===== config.mk =====
export PLATFORM = sky130hd
export DESIGN_NAME = lamp_ballast_mode_sequencer
export DESIGN_NICKNAME = d
export VERILOG_FILES = /design/src/design/lamp_ballast_pkg.sv /design/src/design/lamp_ballast_mode_sequencer.sv
export VERILOG_INCLUDE_DIRS = /design/src /design/src/design
export SDC_FILE = /design/constraint.sdc
export NUM_CORES = 1
export LEC_CHECK = 0
export ABC_CLOCK_PERIOD_IN_PS = 4100
export BUFFER_PORTS_ARGS = -buffer_cell sky130_fd_sc_hd__buf_2
export CORE_MARGIN = 5
export CORE_UTILIZATION = 66
export DETAILED_ROUTE_END_ITERATION = 7
export GPL_TIMING_DRIVEN = 0
export MAX_ROUTING_LAYER = met4
export PLACE_DENSITY_LB_ADDON = 0.05
export SLEW_MARGIN = 10
export SYNTH_ARGS = -nofsm -noshare
export SYNTH_HDL_FRONTEND = slang
export SYNTH_SLANG_ARGS = --single-unit

===== constraint.sdc =====
create_clock -name clk -period 4.1 [get_ports clk]
set_input_delay 1.23 -clock clk [delete_from_list [all_inputs] [get_ports clk]]
set_output_delay 1.23 -clock clk [all_outputs]
set_load 0.01 [all_outputs]

===== src/design/lamp_ballast_map.svh =====
// Purpose: named constants of the lamp ballast mode sequencer
// Assumes: 100 MHz system clock
// Notes: times are kept in their own units, cycle counts derive from them
`ifndef LAMP_BALLAST_MAP_SVH
`define LAMP_BALLAST_MAP_SVH

// ==========================================================
// clock
`define CLK_PERIOD_NS 10
// ==========================================================
// strike timing
`define IGNITION_TICK_MS 666
`define STRIKE_ON_MS 21000
`define STRIKE_PERIOD_TICKS 128
`define IGNITION_TIMEOUT_S 1180
// ==========================================================
// bridge timing
`define DEAD_TIME_NS 1000
`define BRIDGE_FREQ_HZ 149
// ==========================================================
// general mode counting
`define FAULT_LIMIT_DEFAULT 8'h07
`define GOOD_LIMIT_DEFAULT 8'h0F
// ==========================================================
// reset values
`define PHASE_RESET 7'h00
`define ATTEMPT_RESET 11'h000
`define COUNT_RESET 8'h00

`endif


===== src/design/lamp_ballast_pkg.sv =====
// Purpose: types shared by the lamp ballast mode sequencer
// Assumes: nothing
// Notes: one-hot operating mode
package lamp_ballast_pkg;
  typedef enum logic [3:0] {
    MODE_LOCKOUT = 4'h1,
    MODE_IGNITION = 4'h2,
    MODE_GENERAL = 4'h4,
    MODE_FAULT = 4'h8
  } mode_t;
endpackage


===== src/design/lamp_ballast_mode_sequencer.sv =====
// Purpose: mode sequencing of a discharge-lamp ballast controller
// Assumes: comparator results arrive as levels synchronous to clk
// Notes: buck on-time regulation and power control live elsewhere
`timescale 1ns/1ps
`include "lamp_ballast_map.svh"

module lamp_ballast_mode_sequencer #(
  parameter int TICK_CYCLES = `IGNITION_TICK_MS * 1000000 / `CLK_PERIOD_NS,
  parameter int BRIDGE_HALF_CYCLES = 1000000000 / (2 * `BRIDGE_FREQ_HZ * `CLK_PERIOD_NS),
  parameter logic [7:0] FAULT_LIMIT = `FAULT_LIMIT_DEFAULT,
  parameter logic [7:0] GOOD_LIMIT = `GOOD_LIMIT_DEFAULT
) (
  // clock and reset
  input wire logic clk,
  input wire logic rstn,
  // start-up comparators
  input wire logic supplyAtStartupThreshold,
  input wire logic probeAboveHighLimit,
  input wire logic restartPinLow,
  // ignition detect comparator
  input wire logic probeBelowIgnitionLevel,
  // general mode comparators
  input wire logic voltageAboveLimitPin,
  input wire logic voltageBelowMinimum,
  input wire logic currentAboveLimitPin,
  // bridge gates
  output logic highGateA,
  output logic lowGateA,
  output logic highGateB,
  output logic lowGateB,
  // buck and strike
  output logic buckGate,
  output logic strikeOutput,
  // status
  output logic faultLatched,
  output lamp_ballast_pkg::mode_t mode
);
  import lamp_ballast_pkg::*;

  // ==========================================================
  // derived counts
  localparam int DEAD_CYCLES = (`DEAD_TIME_NS + `CLK_PERIOD_NS - 1) / `CLK_PERIOD_NS;
  localparam int ON_TICKS = (`STRIKE_ON_MS + `IGNITION_TICK_MS - 1) / `IGNITION_TICK_MS;
  localparam int TIMEOUT_TICKS = `IGNITION_TIMEOUT_S * 1000 / `IGNITION_TICK_MS;
  localparam logic [31:0] TICK_LAST = 32'(TICK_CYCLES - 1);
  localparam logic [31:0] HALF_LAST = 32'(BRIDGE_HALF_CYCLES - 1);
  localparam logic [7:0] DEAD_LOAD = 8'(DEAD_CYCLES);
  localparam logic [6:0] ON_LAST = 7'(ON_TICKS);
  localparam logic [10:0] TIMEOUT_LAST = 11'(TIMEOUT_TICKS);
  localparam logic [6:0] PERIOD_LAST = 7'(`STRIKE_PERIOD_TICKS - 1);

  // ==========================================================
  // state
  mode_t next_mode;
  logic [31:0] tickCount;
  logic [31:0] halfCount;
  logic [7:0] deadCount;
  logic bridgePhase;
  logic [6:0] phaseCount;
  logic [10:0] attemptTicks;
  logic [7:0] faultCount;
  logic [7:0] goodCount;
  logic prevAbnormal;

  // ==========================================================
  // mode decode
  wire inLockout = (mode == MODE_LOCKOUT);
  wire inIgnition = (mode == MODE_IGNITION);
  wire inGeneral = (mode == MODE_GENERAL);
  wire startOk = supplyAtStartupThreshold && probeAboveHighLimit && restartPinLow;
  wire timedOut = (attemptTicks == TIMEOUT_LAST);
  wire abnormal = voltageAboveLimitPin || voltageBelowMinimum || currentAboveLimitPin;
  wire faultEvent = inGeneral && abnormal && !prevAbnormal;
  wire faultLimitHit = faultEvent && (faultCount == FAULT_LIMIT - 8'h01);

  always_comb begin
    case (mode)
      MODE_LOCKOUT: next_mode = startOk ? MODE_IGNITION : MODE_LOCKOUT;
      MODE_IGNITION: begin
        if (timedOut) begin
          next_mode = MODE_FAULT;
        end else if (probeBelowIgnitionLevel) begin
          next_mode = MODE_GENERAL;
        end else begin
          next_mode = MODE_IGNITION;
        end
      end
      MODE_GENERAL: next_mode = faultLimitHit ? MODE_FAULT : MODE_GENERAL;
      MODE_FAULT: next_mode = MODE_FAULT;
      default: next_mode = MODE_LOCKOUT;
    endcase
    if (!supplyAtStartupThreshold) begin
      next_mode = MODE_LOCKOUT;
    end
  end

  wire enterIgnition = inLockout && (next_mode == MODE_IGNITION);
  wire running = (mode == MODE_IGNITION) || (mode == MODE_GENERAL);
  wire next_running = (next_mode == MODE_IGNITION) || (next_mode == MODE_GENERAL);

  // ==========================================================
  // ignition tick divider
  wire tick = running && (tickCount == TICK_LAST);
  // timer already zero on the edge into lockout
  wire [31:0] next_tickCount = (!next_running || enterIgnition || tick) ? 32'h0000_0000 : tickCount + 32'h0000_0001;
  wire [6:0] next_phaseCount = (!inIgnition) ? `PHASE_RESET : (tick ? phaseCount + 7'h01 : phaseCount);
  // judged on the phase shown next cycle, so strike and phase move together
  wire strikePatternOn = (next_phaseCount < ON_LAST);
  wire attemptStep = inIgnition && tick && !timedOut;
  wire [10:0] next_attemptTicks = (!inIgnition) ? `ATTEMPT_RESET : attemptTicks + {10'h000, attemptStep};

  // ==========================================================
  // bridge oscillator and dead-time
  wire toggle = running && (halfCount == HALF_LAST);
  wire [31:0] next_halfCount = (!running || toggle) ? 32'h0000_0000 : halfCount + 32'h0000_0001;
  wire next_bridgePhase = running ? (bridgePhase ^ toggle) : 1'b0;
  logic [7:0] next_deadCount;
  always_comb begin
    if (!next_running) begin
      next_deadCount = 8'h00;
    end else if (toggle) begin
      next_deadCount = DEAD_LOAD;
    end else if (deadCount != 8'h00) begin
      next_deadCount = deadCount - 8'h01;
    end else begin
      next_deadCount = 8'h00;
    end
  end
  wire deadActive = (deadCount != 8'h00);
  wire next_deadActive = (next_deadCount != 8'h00);
  wire gatesOn = next_running && !next_deadActive;

  // ==========================================================
  // general mode counters
  wire goodDone = inGeneral && tick && !abnormal && (goodCount == GOOD_LIMIT);
  logic [7:0] next_faultCount;
  logic [7:0] next_goodCount;
  always_comb begin
    if (inLockout) begin
      next_faultCount = `COUNT_RESET;
    end else if (faultEvent) begin
      next_faultCount = faultCount + 8'h01;
    end else if (goodDone) begin
      next_faultCount = `COUNT_RESET;
    end else begin
      next_faultCount = faultCount;
    end
    if (inLockout || abnormal || goodDone) begin
      next_goodCount = `COUNT_RESET;
    end else if (inGeneral && tick) begin
      next_goodCount = goodCount + 8'h01;
    end else begin
      next_goodCount = goodCount;
    end
  end

  wire next_buck = (next_mode == MODE_IGNITION) ||
                   ((next_mode == MODE_GENERAL) && !voltageAboveLimitPin && !currentAboveLimitPin);
  // strike only in ignition, low in dead-time and after ignition
  wire next_strike = (next_mode == MODE_IGNITION) && !enterIgnition && strikePatternOn &&
                     !next_deadActive;

  // ==========================================================
  // registers
  always_ff @(posedge clk) begin
    if (!rstn) begin
      mode <= MODE_LOCKOUT;
      tickCount <= 32'h0000_0000;
      phaseCount <= `PHASE_RESET;
      attemptTicks <= `ATTEMPT_RESET;
    end else begin
      mode <= next_mode;
      tickCount <= next_tickCount;
      phaseCount <= next_phaseCount;
      attemptTicks <= next_attemptTicks;
    end
  end

  always_ff @(posedge clk) begin
    if (!rstn) begin
      halfCount <= 32'h0000_0000;
      deadCount <= 8'h00;
      bridgePhase <= 1'b0;
    end else begin
      halfCount <= next_halfCount;
      deadCount <= next_deadCount;
      bridgePhase <= next_bridgePhase;
    end
  end

  always_ff @(posedge clk) begin
    if (!rstn) begin
      faultCount <= `COUNT_RESET;
      goodCount <= `COUNT_RESET;
      prevAbnormal <= 1'b0;
    end else begin
      faultCount <= next_faultCount;
      goodCount <= next_goodCount;
      prevAbnormal <= abnormal && inGeneral;
    end
  end

  always_ff @(posedge clk) begin
    if (!rstn) begin
      highGateA <= 1'b0;
      lowGateB <= 1'b0;
      highGateB <= 1'b0;
      lowGateA <= 1'b0;
      buckGate <= 1'b0;
      strikeOutput <= 1'b0;
      faultLatched <= 1'b0;
    end else begin
      highGateA <= gatesOn && !next_bridgePhase;
      lowGateB <= gatesOn && !next_bridgePhase;
      highGateB <= gatesOn && next_bridgePhase;
      lowGateA <= gatesOn && next_bridgePhase;
      buckGate <= next_buck;
      strikeOutput <= next_strike;
      faultLatched <= (next_mode == MODE_FAULT);
    end
  end
endmodule


==> results.sh, run 1 <==
export IMPL_holdBufCountCts=0
export IMPL_synthCells=647
export IMPL_dieArea_um2=10400
export IMPL_crit_fanout=9
export IMPL_syn_num_nets=667
export IMPL_rrSetupSlack_ps=910
export IMPL_grt_start_max_net_pins=17
export IMPL_dr_pass1_iters=5
export IMPL_first_iter_violations=196
export IMPL_insertion_delay_ps=520
export IMPL_crit_top_cell="and3_1"
export IMPL_cp_depth=11
export IMPL_cp_slowest_cell="nor4b_2"
export IMPL_clkSinkCount=117
export IMPL_grtUsageTotal_pct=25.6
export IMPL_vias=4821
export IMPL_setup_viol=0
export IMPL_min_period_over_period_pct=77.7
export IMPL_power_total_mw=2.61
export IMPL_fin_nets=705
export IMPL_relSlewSlack_pct=30.8
export IMPL_place_area_um2=5810
export IMPL_leakagePower_nw=2.09
export IMPL_clk_path_buf_depth=2
export IMPL_hold_viol=0
export IMPL_tns_ps=0
export IMPL_cts_buffers=17
export IMPL_final_util_pct=77.8
export IMPL_drive_above_1_share_pct=10.0
export IMPL_routedWlPerCell_um=15.1
export IMPL_clock_fmax_mhz=314
export IMPL_path_cells="buf_2 > nor4b_2 > o31ai_1 > nor4_1 > ha_1 > ha_1 > and3_1 > and3_1 > and3_1 > xnor2_1 > nor2_1"
export IMPL_hold_class="flop to flop"
export IMPL_finalMaxSlewViolations=0
export IMPL_initial_utilization_pct=67.9
export IMPL_grt_pass1_vias=4712
export IMPL_rows=33
export IMPL_required_ps=4490
export IMPL_port_buffers=19
export IMPL_cts_resized=0
export IMPL_antenna_found_initial=0
export IMPL_seq_area_frac_synth_pct=42.0
export IMPL_syn_area_per_cell_um2=8.63
export IMPL_ir_drop_mv=0.295
export IMPL_clk_pin_slew_ps=60
export IMPL_synth_seq_cells=117
export IMPL_rsz0062_at_grt="no"
export IMPL_area_growth_pct=14.5
export IMPL_worstRegToRegCells=11
export IMPL_critPathLaunchType="flop"
export IMPL_root_buffer="clkbuf_8"
export IMPL_gp_congestion=0.899
export IMPL_outcome="complete, no violations"
export IMPL_path_buf_inv=1
export IMPL_die_width_um=102
export IMPL_period_minus_slack_ps=3190
export IMPL_drtAntennaViolNets=0
export IMPL_final_common_cell="dfxtp_1"
export IMPL_cts_tree="built"
export IMPL_die_y_um=102
export IMPL_end_kind="flop"
export IMPL_grt_ovfl_total=0
export IMPL_layout_cells_non_filler=803
export IMPL_viasPerCell=6.00
export IMPL_cp_slowest_stage_delay_ps=620
export IMPL_drc=0
export IMPL_stdcell_area_um2=6390
export IMPL_crit_arrival_ps=3570
export IMPL_netlist_area_um2=5580
export IMPL_critPathKind="flop to flop"
export IMPL_grt_pass1_wl_um=21100
export IMPL_wirelength_um=12100
export IMPL_async_flop_share_pct=0
export IMPL_htree_levels=4
export IMPL_dp_cells=771
export IMPL_cap_violations=0
export IMPL_ys_types=54
export IMPL_powerDensity_nw_per_um2=408
export IMPL_dp_hpwl_um=8210
export IMPL_num_io_pins=20
export IMPL_finalClockSkew_ps=7.38
export IMPL_final_cell_mix="dfxtp_1 (117), nor2_1 (99), xnor2_1 (54)"
export IMPL_holdPathStages=1
export IMPL_cts_setup_buffers=0
export IMPL_crit_family="simple AND/OR/NAND/NOR gates"
export IMPL_synth_edf_count=0
export IMPL_worst_pin_slew_ps=1030
export IMPL_synth_flop_cell="dfxtp_1"
export IMPL_core_um2=8220
export IMPL_diodes=0
export IMPL_yosysWarnings=0
-- per-stage QoR --
stage	worst slack, ps	hold WS, ps
after floorplan	1330	426
after global placement	755	436
after detailed placement	709	451
after CTS	938	463
after global routing	676	502
final	914	457
-- layer usage --
layer	track usage [%]	up-vias	part of all wire, %
met5	-	-	0
met4	9.89	0	1.5
met3	5.26	27	4.7
met2	41.7	108	49
met1	31.3	2301	45
li1	-	2385	-
-- Yosys cell counts, drive strengths merged, types with 3 or more instances --
cell type	instances	area, µm²
dfxtp	117	2340
nor2	99	372
xnor2	54	473
nand2	40	150
nand4	30	194
nor3	29	145
nand3	27	135
xor2	25	219
a21oi	22	110
nor4	22	159
and3	21	131
o21ai	19	95.1
inv	16	60.1
or3	16	100
clkbuf	13	48.8
buf	12	83.8
ha	11	138
and4	10	87.6
nor4b	8	82.6
and2	6	37.5
o31ai	5	47.5
a31oi	4	25.0
mux2i	4	40.0
nor2b	4	25.0
nor3b	3	22.5
or4	3	26.3
-- worst paths after layout --
kind | startpoint | to
max reg2reg | mode[3] | attemptTicks[8]
max | mode[3] | attemptTicks[8]
min | halfCount[0] | halfCount[0]
min reg2reg | halfCount[0] | halfCount[0]
-- state kept, by name, indices dropped and copies added (netlist names) --
| name | count |
|---|---|
| halfCount | 32 |
| tickCount | 32 |
| attemptTicks | 11 |
| deadCount | 8 |
| faultCount | 8 |
| goodCount | 8 |
| phaseCount | 7 |
| mode | 4 |
| bridgePhase | 1 |
| buckGate | 1 |
| faultLatched | 1 |
| highGateB | 1 |
| lowGateB | 1 |
| prevAbnormal | 1 |
| strikeOutput | 1 |
-- kinds of logic after synthesis --
| kind of cell | count (synthesis) | synth area share, % |
|---|---|---|
| muxes | 5 | 0.919 |
| AOI/OAI and AO/OA | 63 | 6.88 |
| DFF | 117 | 42.0 |
| adders and majority gates | 11 | 2.47 |
| and+or+nand+nor | 331 | 31.9 |
| xor gates and xnor gates | 79 | 12.4 |
| buffers and inverters | 41 | 3.45 |
-- report_power, final --
part / switching [mW] / internal (mW)
sequential: 0.000330 / 1.14
clock: 0.497 / 0.954
combinational: 0.0132 / 0.00823
total: 0.510 / 2.10
-- final cells by class --
class	instances	area, µm²
plain buffers	25	133
clock buffers	23	457
clock inverters	9	126
fillers	616	1820
inverters	16	60.1
multi-input cells	489	3050
flip-flops and latches	117	2340
well taps	105	131
repair buffers	19	95.1
No activity file was read; power rests on OpenSTA's default activity.
==> run 2, diff against run 1 <==
Settings changed: ABC_CLOCK_PERIOD_IN_PS 4100 to 2740, CORE_UTILIZATION 66 to 56.
Clock period 4.1 ns to 2.74 ns, I/O delays scaled along.
==> results.sh, run 2 (synthesized netlist as in run 1, its figures left out) <==
export IMPL_outcome="complete, no violations"
export IMPL_cp_slowest_stage_delay_ps=360
export IMPL_drive_above_1_share_pct=13.1
export IMPL_crit_fanout=5
export IMPL_finalMaxSlewViolations=0
export IMPL_clk_pin_slew_ps=50
export IMPL_rows=36
export IMPL_powerDensity_nw_per_um2=580
export IMPL_grt_ovfl_total=0
export IMPL_vias=4724
export IMPL_core_um2=9730
export IMPL_drc=0
export IMPL_clock_fmax_mhz=383
export IMPL_port_buffers=19
export IMPL_num_io_pins=20
export IMPL_htree_levels=4
export IMPL_routedWlPerCell_um=14.4
export IMPL_fillers=800
export IMPL_critPathKind="flop to flop"
export IMPL_grt_pass1_wl_um=20300
export IMPL_hold_class="flop to flop"
export IMPL_setup_viol=0
export IMPL_hold_slack_ps=444
export IMPL_drtAntennaViolNets=0
export IMPL_wirelength_um=12000
export IMPL_hold_viol=0
export IMPL_area_growth_pct=17.9
export IMPL_crit_arrival_ps=2990
export IMPL_cap_violations=0
export IMPL_dp_hpwl_um=8310
export IMPL_final_cell_mix="dfxtp_1 (115), nor2_1 (98), xnor2_1 (54)"
export IMPL_grt_pass1_vias=4438
export IMPL_period_minus_slack_ps=2610
export IMPL_min_period_over_period_pct=95.3
export IMPL_tns_ps=0
export IMPL_clk_path_buf_depth=2
export IMPL_worst_pin_slew_ps=914
export IMPL_cts_tree="built"
export IMPL_cts_buffers=17
export IMPL_diodes=0
export IMPL_insertion_delay_ps=510
export IMPL_grt_start_max_net_pins=17
export IMPL_initial_utilization_pct=57.4
export IMPL_critPathLaunchType="flop"
export IMPL_path_cells="ha_4 > and4_4 > nand2_4 > nand4b_1 > nor4_2 > ha_2 > ha_4 > and3_4 > and3_4 > and3_1 > xnor2_1 > nor2_1"
export IMPL_grtUsageTotal_pct=21.8
export IMPL_gp_congestion=0.853
export IMPL_root_buffer="clkbuf_8"
export IMPL_required_ps=3120
export IMPL_leakagePower_nw=2.12
export IMPL_final_common_cell="dfxtp_1"
export IMPL_place_area_um2=5840
export IMPL_viasPerCell=5.67
export IMPL_finalClockSkew_ps=7.16
export IMPL_stdcell_area_um2=6580
export IMPL_relSlewSlack_pct=38.6
export IMPL_dieArea_um2=12100
export IMPL_top_regs="halfCount x32, tickCount x32, attemptTicks x11"
export IMPL_ir_drop_mv=0.490
export IMPL_clkSinkCount=117
export IMPL_holdBufCountCts=0
export IMPL_end_kind="flop"
export IMPL_antenna_found_initial=0
export IMPL_die_y_um=110
export IMPL_fin_nets=711
export IMPL_die_width_um=110
export IMPL_cp_slowest_cell="dfxtp_4"
export IMPL_dr_pass1_iters=5
export IMPL_first_iter_violations=249
run 2: cell count changes in the layout (fill, tap and decap cells not counted), moves of 3 or more:
cell / previous run / this run
clkbuf_1: 17 / 14
and3_1: 21 / 18
buf_4: 2 / 9
ha_1: 11 / 8
and3_4: 0 / 3
run 2: final cells by class:
type | instances | area [µm²] | share of cell area, %
Buffer | 24 | 141 | 2.15
Clock buffer | 23 | 477 | 7.24
Clock inverter | 5 | 75.1 | 1.14
Inverter | 16 | 60.1 | 0.913
Multi-Input combinational cell | 489 | 3170 | 48.1
Sequential cell | 117 | 2350 | 35.7
Tap cell | 133 | 166 | 2.53
Timing Repair Buffer | 26 | 148 | 2.24
run 2: stage by stage:
step	setup slack (ps)	cells	total power [mW]	util [%]
after floorplan	151	647	1.76	-
after global placement	-283	799	1.77	60.1
after detailed placement	-279	799	1.77	60.1
after CTS	0.460	828	3.85	66.2
after global routing	-56.9	833	3.93	67.6
final	128	833	3.82	67.6
run 2: path summary, 6_finish.rpt:
| kind | startpoint | end | slack [ps] | cells past startpoint |
|---|---|---|---|---|
| worst max-delay path | tickCount[0] | attemptTicks[10] | 130 | 12 |
| worst min-delay path | tickCount[0] | tickCount[0] | 440 | 1 |
| worst max register to register | tickCount[0] | attemptTicks[10] | 130 | 12 |
| worst min register to register | tickCount[0] | tickCount[0] | 440 | 1 |
run 2: critical path, delay by kind of cell (launching register included):
| family | cells | cell delay [ps] |
|---|---|---|
| XOR/XNOR | 1 | 130 |
| flip-flops | 1 | 360 |
| AND/OR/NAND/NOR | 8 | 1460 |
| adder cells (fa/ha/maj) | 3 | 540 |
run 2: routing by layer:
| metal | track usage [%] | vias up | part of all wire (%) |
|---|---|---|---|
| li1 | - | 2388 | - |
| met4 | 7.48 | 0 | 1.3 |
| met5 | - | - | 0 |
| met2 | 34.7 | 82 | 48 |
| met3 | 4.76 | 18 | 3.8 |
| met1 | 27.4 | 2236 | 47 |
run 2: repair_timing:
item,CTS,global route
pin swaps,1,4
endpoints found under the setup margin,3,37
setup buffers,1,6
resized for setup,10,21
run 2: power breakdown:
group,leakage (nW),switching [mW],internal (mW)
logic,0.903,0.0208,0.0133
clock network,0.275,0.716,1.36
registers,0.943,0.000547,1.70
total,2.12,0.737,3.08
